$ cat src/logic/afe_seq_defs.svh
// Offsets, field positions, reset values and timing figures of the sequencer
`ifndef AFE_SEQ_DEFS_SVH
`define AFE_SEQ_DEFS_SVH

// ==========================================================================
// Command word fields
`define CMD_WRITE_BIT     31
`define CMD_TMO_BIT       30
`define CMD_ADDR_MSB      30
`define CMD_ADDR_LSB      24
`define CMD_DATA_MSB      23
`define CMD_COUNT_MSB     29

// ==========================================================================
// Front-end register offsets and widths
`define AFE_OFFSET_W      9
`define AFE_CTRL_OFFSET   9'h004
`define CTRL_RUN_BIT      0
`define CTRL_RESET        16'h0000

// ==========================================================================
// Checksum and counter reset values
`define CRC_SEED          8'h01
`define CRC_POLY          8'h07
`define CMD_CNT_RESET     16'h0000

// ==========================================================================
// Timer figures
`define ACLK_HZ           16000000
`define MAX_TIMEOUT_MS    67100
`define TMO_W             30

`endif

$ cat src/logic/afe_seq_pkg.sv
// Types shared by the command sequencer and its users
package afe_seq_pkg;

  // ========================================================================
  // Control word: run, pause and post-write delay
  typedef struct packed {
    logic [7:0] post_write_delay;
    logic [5:0] reserved;
    logic       pause_bit;
    logic       run_enable_bit;
  } seq_ctrl_t;

  // ========================================================================
  // Sequence descriptor: command count and start address
  typedef struct packed {
    logic [4:0]  reserved_hi;
    logic [10:0] cmd_count;
    logic [4:0]  reserved_lo;
    logic [10:0] start_addr;
  } seq_desc_t;

  // ========================================================================
  // Front-end register write
  typedef struct packed {
    logic        en;
    logic [8:0]  addr;
    logic [31:0] data;
  } afe_wr_t;

  // ========================================================================
  // Sequencer states
  typedef enum logic [1:0] {
    ST_IDLE  = 2'b00,
    ST_FETCH = 2'b01,
    ST_EXEC  = 2'b10,
    ST_STALL = 2'b11
  } seq_state_t;

endpackage : afe_seq_pkg

$ cat src/logic/afe_command_sequencer.sv
// Front-end command sequencer: fetch, decode, timers, count and checksum
// Functional notes
// - runs while run bit set, stops on zero
// - only one stored sequence executes at once
// - in-order fetch, no branches, never reads registers
// - stall post-write delay cycles after each write
// - no post-write delay after timer commands
// - pause bit freezes all sequencer activity except a command already in execute
// - host register reads unaffected while paused
// - count each executed command; host write clears
// - CRC-8 x8+x2+x+1 per command, one cycle
// - checksum seeds 0x01 at reset and count write
// - command MSB one means register write
// - seven-bit address gives offset bits 8:2
// - 24 data bits write bits 23:0, bits 31:24 written as zero
// - full 32-bit single-cycle write-only access
// - wait loads counter, resumes at zero
// - separate wait and free-running timeout counters
// - timeout gives done, or error if unfinished
// - timeout flags stick until host clears them
// - live timeout counter always visible to host
// - timeout keeps counting; cleared by host write of run zero
// - timers count clock periods, about 67.1 s
// - descriptor start bits 10:0, count bits 26:16
// - request while busy ignored and reported
// - sequencer write beats same-cycle host write
// - end interrupt only when command clears run
`timescale 1ns/10ps
`include "afe_seq_defs.svh"

module afe_command_sequencer
  import afe_seq_pkg::*;
#(
  parameter int CNT_W = 16
) (
  input  wire logic                  clk_in,
  input  wire logic                  rstn_in,
  input  wire logic                  host_ctrl_wr_in,
  input  wire seq_ctrl_t             host_ctrl_data_in,
  input  wire seq_desc_t [3:0]       sequence_descriptor_in,
  input  wire logic [3:0]            seq_request_in,
  input  wire logic                  counter_clear_in,
  input  wire logic [3:0]            irq_clear_in,
  input  wire logic [31:0]           cmd_data_in,
  input  wire afe_wr_t               host_wr_in,
  output logic                       cmd_rd_out,
  output logic [10:0]                cmd_addr_out,
  output afe_wr_t                    afe_wr_out,
  output seq_ctrl_t                  sequencer_control_out,
  output logic [CNT_W-1:0]           executed_command_counter_out,
  output logic [7:0]                 command_checksum_out,
  output logic [`TMO_W-1:0]          timeout_counter_value_out,
  output logic                       busy_out,
  output logic [3:0]                 irq_flags_out
);

  // ========================================================================
  // State and decode
  seq_state_t          state;
  seq_ctrl_t           ctrl;
  logic [10:0]         remaining;
  logic [`TMO_W-1:0]   wait_cnt;
  logic                tmo_active;
  logic                paused;
  logic                run;
  logic                exec;
  logic                is_write;
  logic                is_tmo;
  logic                is_wait;
  logic [`TMO_W-1:0]   cmd_count;
  logic [8:0]          cmd_offset;
  logic                seq_ctrl_wr;
  logic                end_seq;
  logic                host_stop;
  logic                tmo_expire;
  logic                start;
  logic [1:0]          start_sel;
  logic                ignored;

  assign paused     = ctrl.pause_bit;
  assign run        = ctrl.run_enable_bit;
  assign exec       = (state == ST_EXEC);
  assign is_write   = exec && cmd_data_in[`CMD_WRITE_BIT];
  assign is_tmo     = exec && !cmd_data_in[`CMD_WRITE_BIT]
                      && cmd_data_in[`CMD_TMO_BIT];
  assign is_wait    = exec && !cmd_data_in[`CMD_WRITE_BIT]
                      && !cmd_data_in[`CMD_TMO_BIT];
  assign cmd_count  = cmd_data_in[`CMD_COUNT_MSB:0];
  assign cmd_offset = {cmd_data_in[`CMD_ADDR_MSB:`CMD_ADDR_LSB], 2'b00};
  assign seq_ctrl_wr = is_write && (cmd_offset == `AFE_CTRL_OFFSET);
  assign end_seq    = seq_ctrl_wr && !cmd_data_in[`CTRL_RUN_BIT];
  assign host_stop  = host_ctrl_wr_in && !seq_ctrl_wr
                      && !host_ctrl_data_in.run_enable_bit;
  assign busy_out   = (state != ST_IDLE);
  assign start      = run && !paused && !busy_out && (|seq_request_in);
  assign ignored    = busy_out && (|seq_request_in);
  assign tmo_expire = tmo_active && !paused
                      && (timeout_counter_value_out <= `TMO_W'(1));

  // Lowest requested sequence wins when several arrive together
  always_comb begin
    start_sel = 2'd0;
    for (int i = 3; i >= 0; i--) begin
      if (seq_request_in[i]) begin
        start_sel = 2'(i);
      end
    end
  end

  // Read strobe to command memory; data returns on the next edge
  assign cmd_rd_out = (state == ST_FETCH) && run && !paused
                      && (remaining != 11'd0);

  // ========================================================================
  // Control register: sequencer write takes priority over host write
  always_ff @(posedge clk_in) begin
    if (!rstn_in) begin
      ctrl <= `CTRL_RESET;
    end else if (seq_ctrl_wr) begin
      ctrl <= seq_ctrl_t'(cmd_data_in[15:0]);
    end else if (host_ctrl_wr_in) begin
      ctrl <= host_ctrl_data_in;
    end
  end
  assign sequencer_control_out = ctrl;

  // ========================================================================
  // Sequence flow: one sequence at a time, strictly in order
  always_ff @(posedge clk_in) begin
    if (!rstn_in) begin
      state        <= ST_IDLE;
      remaining    <= 11'd0;
      cmd_addr_out <= 11'd0;
    end else if (!run) begin
      state <= ST_IDLE;
    end else begin
      unique case (state)
        ST_IDLE: begin
          if (start) begin
            cmd_addr_out <= sequence_descriptor_in[start_sel].start_addr;
            remaining    <= sequence_descriptor_in[start_sel].cmd_count;
            state        <= ST_FETCH;
          end
        end
        ST_FETCH: begin
          if (!paused) begin
            if (remaining == 11'd0) begin
              state <= ST_IDLE;
            end else begin
              cmd_addr_out <= cmd_addr_out + 11'd1;
              remaining    <= remaining - 11'd1;
              state        <= ST_EXEC;
            end
          end
        end
        ST_EXEC: begin
          if (end_seq) begin
            state <= ST_IDLE;
          end else if (is_write && ctrl.post_write_delay != 8'd0) begin
            state <= ST_STALL;
          end else if (is_wait && cmd_count != `TMO_W'(0)) begin
            state <= ST_STALL;
          end else begin
            state <= ST_FETCH;
          end
        end
        ST_STALL: begin
          if (!paused && wait_cnt <= `TMO_W'(1)) begin
            state <= ST_FETCH;
          end
        end
      endcase
    end
  end

  // ========================================================================
  // Wait counter, shared by wait commands and post-write delay
  always_ff @(posedge clk_in) begin
    if (!rstn_in) begin
      wait_cnt <= `TMO_W'(0);
    end else if (is_write) begin
      wait_cnt <= `TMO_W'(ctrl.post_write_delay);
    end else if (is_wait) begin
      wait_cnt <= cmd_count;
    end else if (state == ST_STALL && !paused
                 && wait_cnt != `TMO_W'(0)) begin
      wait_cnt <= wait_cnt - `TMO_W'(1);
    end
  end

  // ========================================================================
  // Timeout counter, free-running once loaded
  always_ff @(posedge clk_in) begin
    if (!rstn_in) begin
      timeout_counter_value_out <= `TMO_W'(0);
      tmo_active                <= 1'b0;
    end else if (host_stop) begin
      timeout_counter_value_out <= `TMO_W'(0);
      tmo_active                <= 1'b0;
    end else if (is_tmo) begin
      timeout_counter_value_out <= cmd_count;
      tmo_active                <= 1'b1;
    end else if (tmo_expire) begin
      timeout_counter_value_out <= `TMO_W'(0);
      tmo_active                <= 1'b0;
    end else if (tmo_active && !paused) begin
      timeout_counter_value_out <= timeout_counter_value_out
                                   - `TMO_W'(1);
    end
  end

  // ========================================================================
  // Executed-command count and checksum
  function automatic logic [7:0] crc8_word(input logic [7:0]  crc,
                                           input logic [31:0] word);
    logic [7:0] c;
    c = crc;
    for (int b = 31; b >= 0; b--) begin
      if (c[7] ^ word[b]) begin
        c = {c[6:0], 1'b0} ^ `CRC_POLY;
      end else begin
        c = {c[6:0], 1'b0};
      end
    end
    return c;
  endfunction

  always_ff @(posedge clk_in) begin
    if (!rstn_in || counter_clear_in) begin
      executed_command_counter_out <= CNT_W'(`CMD_CNT_RESET);
      command_checksum_out         <= `CRC_SEED;
    end else if (exec) begin
      executed_command_counter_out <= executed_command_counter_out
                                      + CNT_W'(1);
      command_checksum_out <= crc8_word(command_checksum_out,
                                        cmd_data_in);
    end
  end

  // ========================================================================
  // Front-end write port; host reads never pass through here
  always_ff @(posedge clk_in) begin
    if (!rstn_in) begin
      afe_wr_out <= '0;
    end else if (is_write) begin
      afe_wr_out.en   <= 1'b1;
      afe_wr_out.addr <= cmd_offset;
      afe_wr_out.data <= {8'h00,
                          cmd_data_in[`CMD_DATA_MSB:0]};
    end else begin
      afe_wr_out <= host_wr_in;
    end
  end

  // ========================================================================
  // Sticky event flags: 0 done, 1 error, 2 end, 3 ignored
  logic [3:0] irq_set;
  assign irq_set = {ignored, end_seq,
                    tmo_expire && busy_out,
                    tmo_expire && !busy_out};

  always_ff @(posedge clk_in) begin
    if (!rstn_in) begin
      irq_flags_out <= 4'h0;
    end else begin
      irq_flags_out <= irq_set | (irq_flags_out & ~irq_clear_in);
    end
  end
endmodule // afe_command_sequencer

$ cat config.mk
export PLATFORM = sky130hd
export DESIGN_NAME = afe_command_sequencer
export DESIGN_NICKNAME = d
export VERILOG_FILES = /design/src/logic/afe_seq_pkg.sv /design/src/logic/afe_command_sequencer.sv
export VERILOG_INCLUDE_DIRS = /design/src /design/src/logic
export SDC_FILE = /design/constraint.sdc
export NUM_CORES = 1
export LEC_CHECK = 0
export BUFFER_PORTS_ARGS = -buffer_cell sky130_fd_sc_hd__buf_2
export CAP_MARGIN = 20
export CELL_PAD_IN_SITES_DETAIL_PLACEMENT = 0
export CELL_PAD_IN_SITES_GLOBAL_PLACEMENT = 1
export CORE_MARGIN = 3
export CORE_UTILIZATION = 25
export DETAILED_ROUTE_END_ITERATION = 8
export GPL_TIMING_DRIVEN = 0
export PLACE_DENSITY_LB_ADDON = 0.1
export RECOVER_POWER = 50
export SYNTH_ARGS = -nofsm -noshare
export SYNTH_HDL_FRONTEND = slang
export SYNTH_SLANG_ARGS = --single-unit
$ cat constraint.sdc
create_clock -name clk_in -period 7.04 [get_ports clk_in]
set_input_delay 1.056 -clock clk_in [delete_from_list [all_inputs] [get_ports clk_in]]
set_output_delay 1.056 -clock clk_in [all_outputs]
set_load 0.005 [all_outputs]
# Word level (Yosys, flattened, before mapping)
# Cells that the tools add are included.
# classes
n_lt_le_gt_ge	3
eq_ne	8
n_bitwise	68
n_mux	127
n_reduce_logical	52
add_sub_neg	5
# op_table
cell	n
8-bit two-way mux	63
30-bit two-way mux	5
3-bit two-way mux	32
3-bit inverter	32
11-bit two-way mux	6
32-bit binary-select mux with 2-bit select	1
30-bit by 1-bit <= comparator with 1-bit output, second input constant	2
30-bit nonzero test	2
30-bit by 1-bit subtractor with 30-bit output, second input constant	2
11-bit one-hot mux with 2 select lines	2
42-bit two-way mux	1
16-bit two-way mux	2
1-bit bitwise XOR	32
27-bit two-way mux	1
1-bit logical AND	24
2-bit two-way mux	11
16-bit by 1-bit adder with 16-bit output, second input constant	1
11-bit by 1-bit adder with 11-bit output, second input constant	1
11-bit zero test	1
11-bit nonzero test	1
11-bit by 1-bit subtractor with 11-bit output, second input constant	1
2-bit nonzero test	5
1-bit zero test	8
2-bit inequality test, second input constant	4
19 further kinds	23
# word_totals
out_inout_bits	129
ff_bits	171

# Logic depth before layout (Yosys ltp)
# depth
ltp_word	126
ltp_mapped	12
ltp_nobuf	9

# Worst setup path after synthesis
# OpenSTA, ideal clock, no wires.
# synth_path
path_type	in2reg
start	input port cmd_data_in[29]
end	register command_checksum_out[4]
arrival_time_ns	3.346
path_slack_ns	3.615
cell_stages	8
required_ns	6.961
cell_sequence	buf_4 > xor2_2 > xnor3_1 > xnor3_1 > xor3_2 > xnor2_1 > xor3_1 > a211oi_2
# synth_between
elab_chain_len	74
# synth_lines
item	line	rtl
start: declaration	afe_command_sequencer.sv:44	input wire logic [31:0] cmd_data_in,
1-bit bitwise XOR *	afe_command_sequencer.sv:219	if (c[7] ^ word[b]) begin
3-bit two-way mux *	afe_command_sequencer.sv:219	
8-bit two-way mux *	afe_command_sequencer.sv:232	end else if (exec) begin
8-bit two-way mux *	afe_command_sequencer.sv:229	if (!rstn_in || counter_clear_in) begin
8-bit two-way mux *	afe_command_sequencer.sv:232	
8-bit two-way mux *	afe_command_sequencer.sv:229	
8-bit two-way mux *	afe_command_sequencer.sv:232	
8-bit two-way mux *	afe_command_sequencer.sv:229	
[58 not listed]	--	
8-bit two-way mux *	afe_command_sequencer.sv:232	
8-bit two-way mux *	afe_command_sequencer.sv:229	
3-bit inverter (no line) or 1-bit bitwise XOR (tied branches)	--	
3-bit two-way mux *	afe_command_sequencer.sv:219	
8-bit two-way mux *	afe_command_sequencer.sv:232	
8-bit two-way mux *	afe_command_sequencer.sv:229	
8-bit two-way mux *	afe_command_sequencer.sv:232	
8-bit two-way mux *	afe_command_sequencer.sv:229	
end signal: assignment	afe_command_sequencer.sv:231	command_checksum_out <= `CRC_SEED;
end signal: assignment	afe_command_sequencer.sv:235	command_checksum_out <= crc8_word(command_checksum_out,
end: declaration	afe_command_sequencer.sv:51	output logic [7:0] command_checksum_out,
# Every way passes the cells marked *; elsewhere a longest branch is shown, timed or not. The select of a mux whose other input is x is not followed.
# A chain may end at the register's enable or synchronous reset.

# Worst setup path in the final report
# layout_path
start	register timeout_counter_value_out[6]
end	register timeout_counter_value_out[12]
# layout_between
elab_chain_len	4
# layout_lines
item	line	rtl
start: declaration	afe_command_sequencer.sv:52	output logic [`TMO_W-1:0] timeout_counter_value_out,
start signal: assignment	afe_command_sequencer.sv:195	timeout_counter_value_out <= `TMO_W'(0);
start signal: assignment	afe_command_sequencer.sv:198	timeout_counter_value_out <= `TMO_W'(0);
start signal: assignment	afe_command_sequencer.sv:201	timeout_counter_value_out <= cmd_count;
30-bit by 1-bit subtractor with 30-bit output or 30-bit by 1-bit <= comparator with 1-bit output (tied branches)	afe_command_sequencer.sv:207, afe_command_sequencer.sv:98	
30-bit two-way mux or 1-bit logical AND (tied branches)	afe_command_sequencer.sv:206, afe_command_sequencer.sv:97	
30-bit two-way mux	afe_command_sequencer.sv:203	end else if (tmo_expire) begin
30-bit two-way mux	afe_command_sequencer.sv:200	end else if (is_tmo) begin
# Parallel ways exist; a longest one is shown, timed or not. The select of a mux whose other input is x is not followed.

==> reports/results.ini <==
[cells_and_area]
drive_gt1_share_pct = 19.5
final_nets = 1739
n_fill_cell = 4252
final_common_cell = buf_2
final_area_mm2 = 0.0125
area_growth_pct = 27.1
most-common-layout-cells = buf_2, dfxtp_1, clkbuf_1, nand2_1, nor2_1

[place]
dp_worst_setup_slack_ns = 3.15
dpl.hpwl_um = 32400
port_buffers = 303
placed_cell_area_mm2 = 0.0120
gp_congestion = 0.826

[power_and_ir_drop]
p_int_w = 0.00186
power.net_switching_w = 0.000780
leakagePower_nw = 5.01
vdd_ir_drop_max_mv = 0.160
pwr_density_cell_mw_per_mm2 = 211
p_comb_share_pct = 23.5
swShare_pct = 29.6
seq_power_share_pct = 38.3
pwr-share-clk_pct = 38.2

[floorplan]
io_pins = 359
die_x_um = 204
core_mm2 = 0.0382
die-height_um = 204
start_util_pct = 25.7
fp.dieArea_mm2 = 0.0417
row_count = 71

[yosys]
synthFlopType = dfxtp_1
postSynthAreaPerCell_um2 = 8.38
ys_warn_count = 0
synth_top_area_share_pct = 34.8
ys_ff_latch = 171
synth_seq_area_share_pct = 34.8
syn-num-nets = 1414
ys_top_cells_by_area = dfxtp_1, nand2_1, xnor2_1
yosysUniqueCellTypes = 67
synth-edff-count = 0
syn_area_mm2 = 0.00983
syn_inst = 1172
async_flop_share_pct = 0
synth_area_leader_cell = dfxtp_1

[worst_setup_path]
required_ns = 7.36
worstPathArrival_ns = 4.13
critical_path_class = reg -> reg
start_kind = flip-flop
worstSetupEndpointType = flip-flop
critPathMaxFanout = 10

[timing]
clock.fmax_mhz = 263
setup_viol_count_final = 0
period_share_pct = 54.1
worst_slack_ns = 3.23
relSlewSlack_pct = 23.6
hold-worst-slack_ns = 0.496
rsz0062_at_grt = false
finalHoldViolCount = 0
min_period_ns = 3.81
worstMarginPinSlew_ns = 1.14
finalSetupTns_ns = 0
fin_skew_ns = 0.0112
maxSlewViolCount = 0

[clocking]
cts_tree = yes
cts_buffers = 17
clock-root-buffer = clkbuf_16
cts_setup_buffers = 0
cts_hold_buf = 0
cts.sinks = 171
clkSlewWorstSetupHoldPaths_ns = 0.07
cts.htree.levels = 4
ctsResizeCount = 0
clock_latency_ns = 0.46
cts_max_path_buffers = 2

[grt]
grt_max_degree = 17
grt_pass1_wl_um = 63400
grt_overflow_total = 0
grt_usage_pct = 20.3
grt_pass1_vias = 9910
antenna_found_initial = 4

[hold_path]
min_path_type = reg -> reg

[routing]
drt-initial-drc-count = 546
wl_per_cell_um = 21.2
finalWirelength_um = 42900
ant_nets = 0
dr_total_vias = 10000
drt_first_pass_iters = 5
drc = 0
post_drt_via_cell_ratio = 4.95

[status]
status = finished clean

[run]
cap_violations = 0

==> state kept, by name, indices dropped and copies added (netlist names) <==
signal	count
afe_wr_out	42
cmd_addr_out	11
command_checksum_out	8
executed_command_counter_out	16
irq_flags_out	4
paused	1
remaining	11
run	1
sequencer_control_out	14
state	2
timeout_counter_value_out	30
tmo_active	1
wait_cnt	30
==> power by group through the flow <==
stage | sequential, W | combinational (W) | clock (W)
finish | 0.00101 | 0.000619 | 0.00101
global route | 0.00101 | 0.000676 | 0.00107
CTS | 0.00101 | 0.000635 | 0.00104
detailed placement | 0.00103 | 0.000633 | 0
global placement | 0.00103 | 0.000629 | 0
floorplan | 0.00103 | 0.000427 | 0
==> path summary, 6_finish.rpt <==
check | startpoint | endpoint | slack [ns] | depth (start not counted)
min | remaining[7] | remaining[7] | 0.50 | 2
min reg2reg | remaining[7] | remaining[7] | 0.50 | 2
max reg2reg | timeout_counter_value_out[6] | timeout_counter_value_out[12] | 3.23 | 7
max | timeout_counter_value_out[6] | timeout_counter_value_out[12] | 3.23 | 7
==> layout make-up <==
type                            count  area (um^2)  share of cell area (%)
Antenna cell                        1         2.50                  0.0200
Buffer                             84          344                    2.76
Clock buffer                       20          467                    3.74
Clock inverter                     12          138                    1.10
Inverter                           23         86.3                   0.691
Multi-Input combinational cell    894         5970                    47.8
Sequential cell                   171         3420                    27.4
Tap cell                          511          639                    5.12
Timing Repair Buffer              306         1420                    11.3
==> worst max-delay path, stage by stage, from the launching register on <==
cell and delay (ns):
dfxtp_1 0.38, nor3_1 0.84, nand2_1 0.44, nor4b_4 0.82
nor2_1 0.41, clkbuf_1 0.39, a221oi_1 0.32, nor2_1 0.06
==> cell usage after synthesis (11+ instances only) <==
cell,count
a211oi_1,45
mux2i_1,17
nand3_1,31
a21oi_1,91
inv_1,22
and3_1,22
and2_1,11
clkbuf_1,72
nand2_1,145
nor2_1,119
xor2_1,44
mux4_2,22
xnor2_1,61
a31oi_1,19
nor3_1,43
ha_1,12
xnor3_1,14
dfxtp_1,171
or3_1,12
o21ai_0,48
nor4_1,20
==> per-layer routing <==
metal	vias to the layer above	routed length, um	GRT usage, %
li1	4823	-	-
met1	4811	19700	27.2
met2	314	19900	33.0
met3	47	2440	4.08
met4	6	814	6.00
met5	-	45	0
==> logic make-up after synthesis <==
kind of cell	Yosys count	synth area share, %
muxes	41	7.00
adders and majority gates	12	1.53
AOI/OAI and AO/OA	259	16.3
and+or+nand+nor	457	22.2
buffers and inverters	107	4.38
DFF	171	34.8
xor gates and xnor gates	125	13.8
==> per-stage QoR <==
step	instances	power (W)	utilization (%)
floorplan	1172	0.00146	-
global placement	1986	0.00166	31.4
detailed placement	1988	0.00166	31.4
CTS	2020	0.00268	33.0
finish	2022	0.00264	32.7
global route	2022	0.00276	32.7
Note: power is estimated with default switching activity, not from simulation.
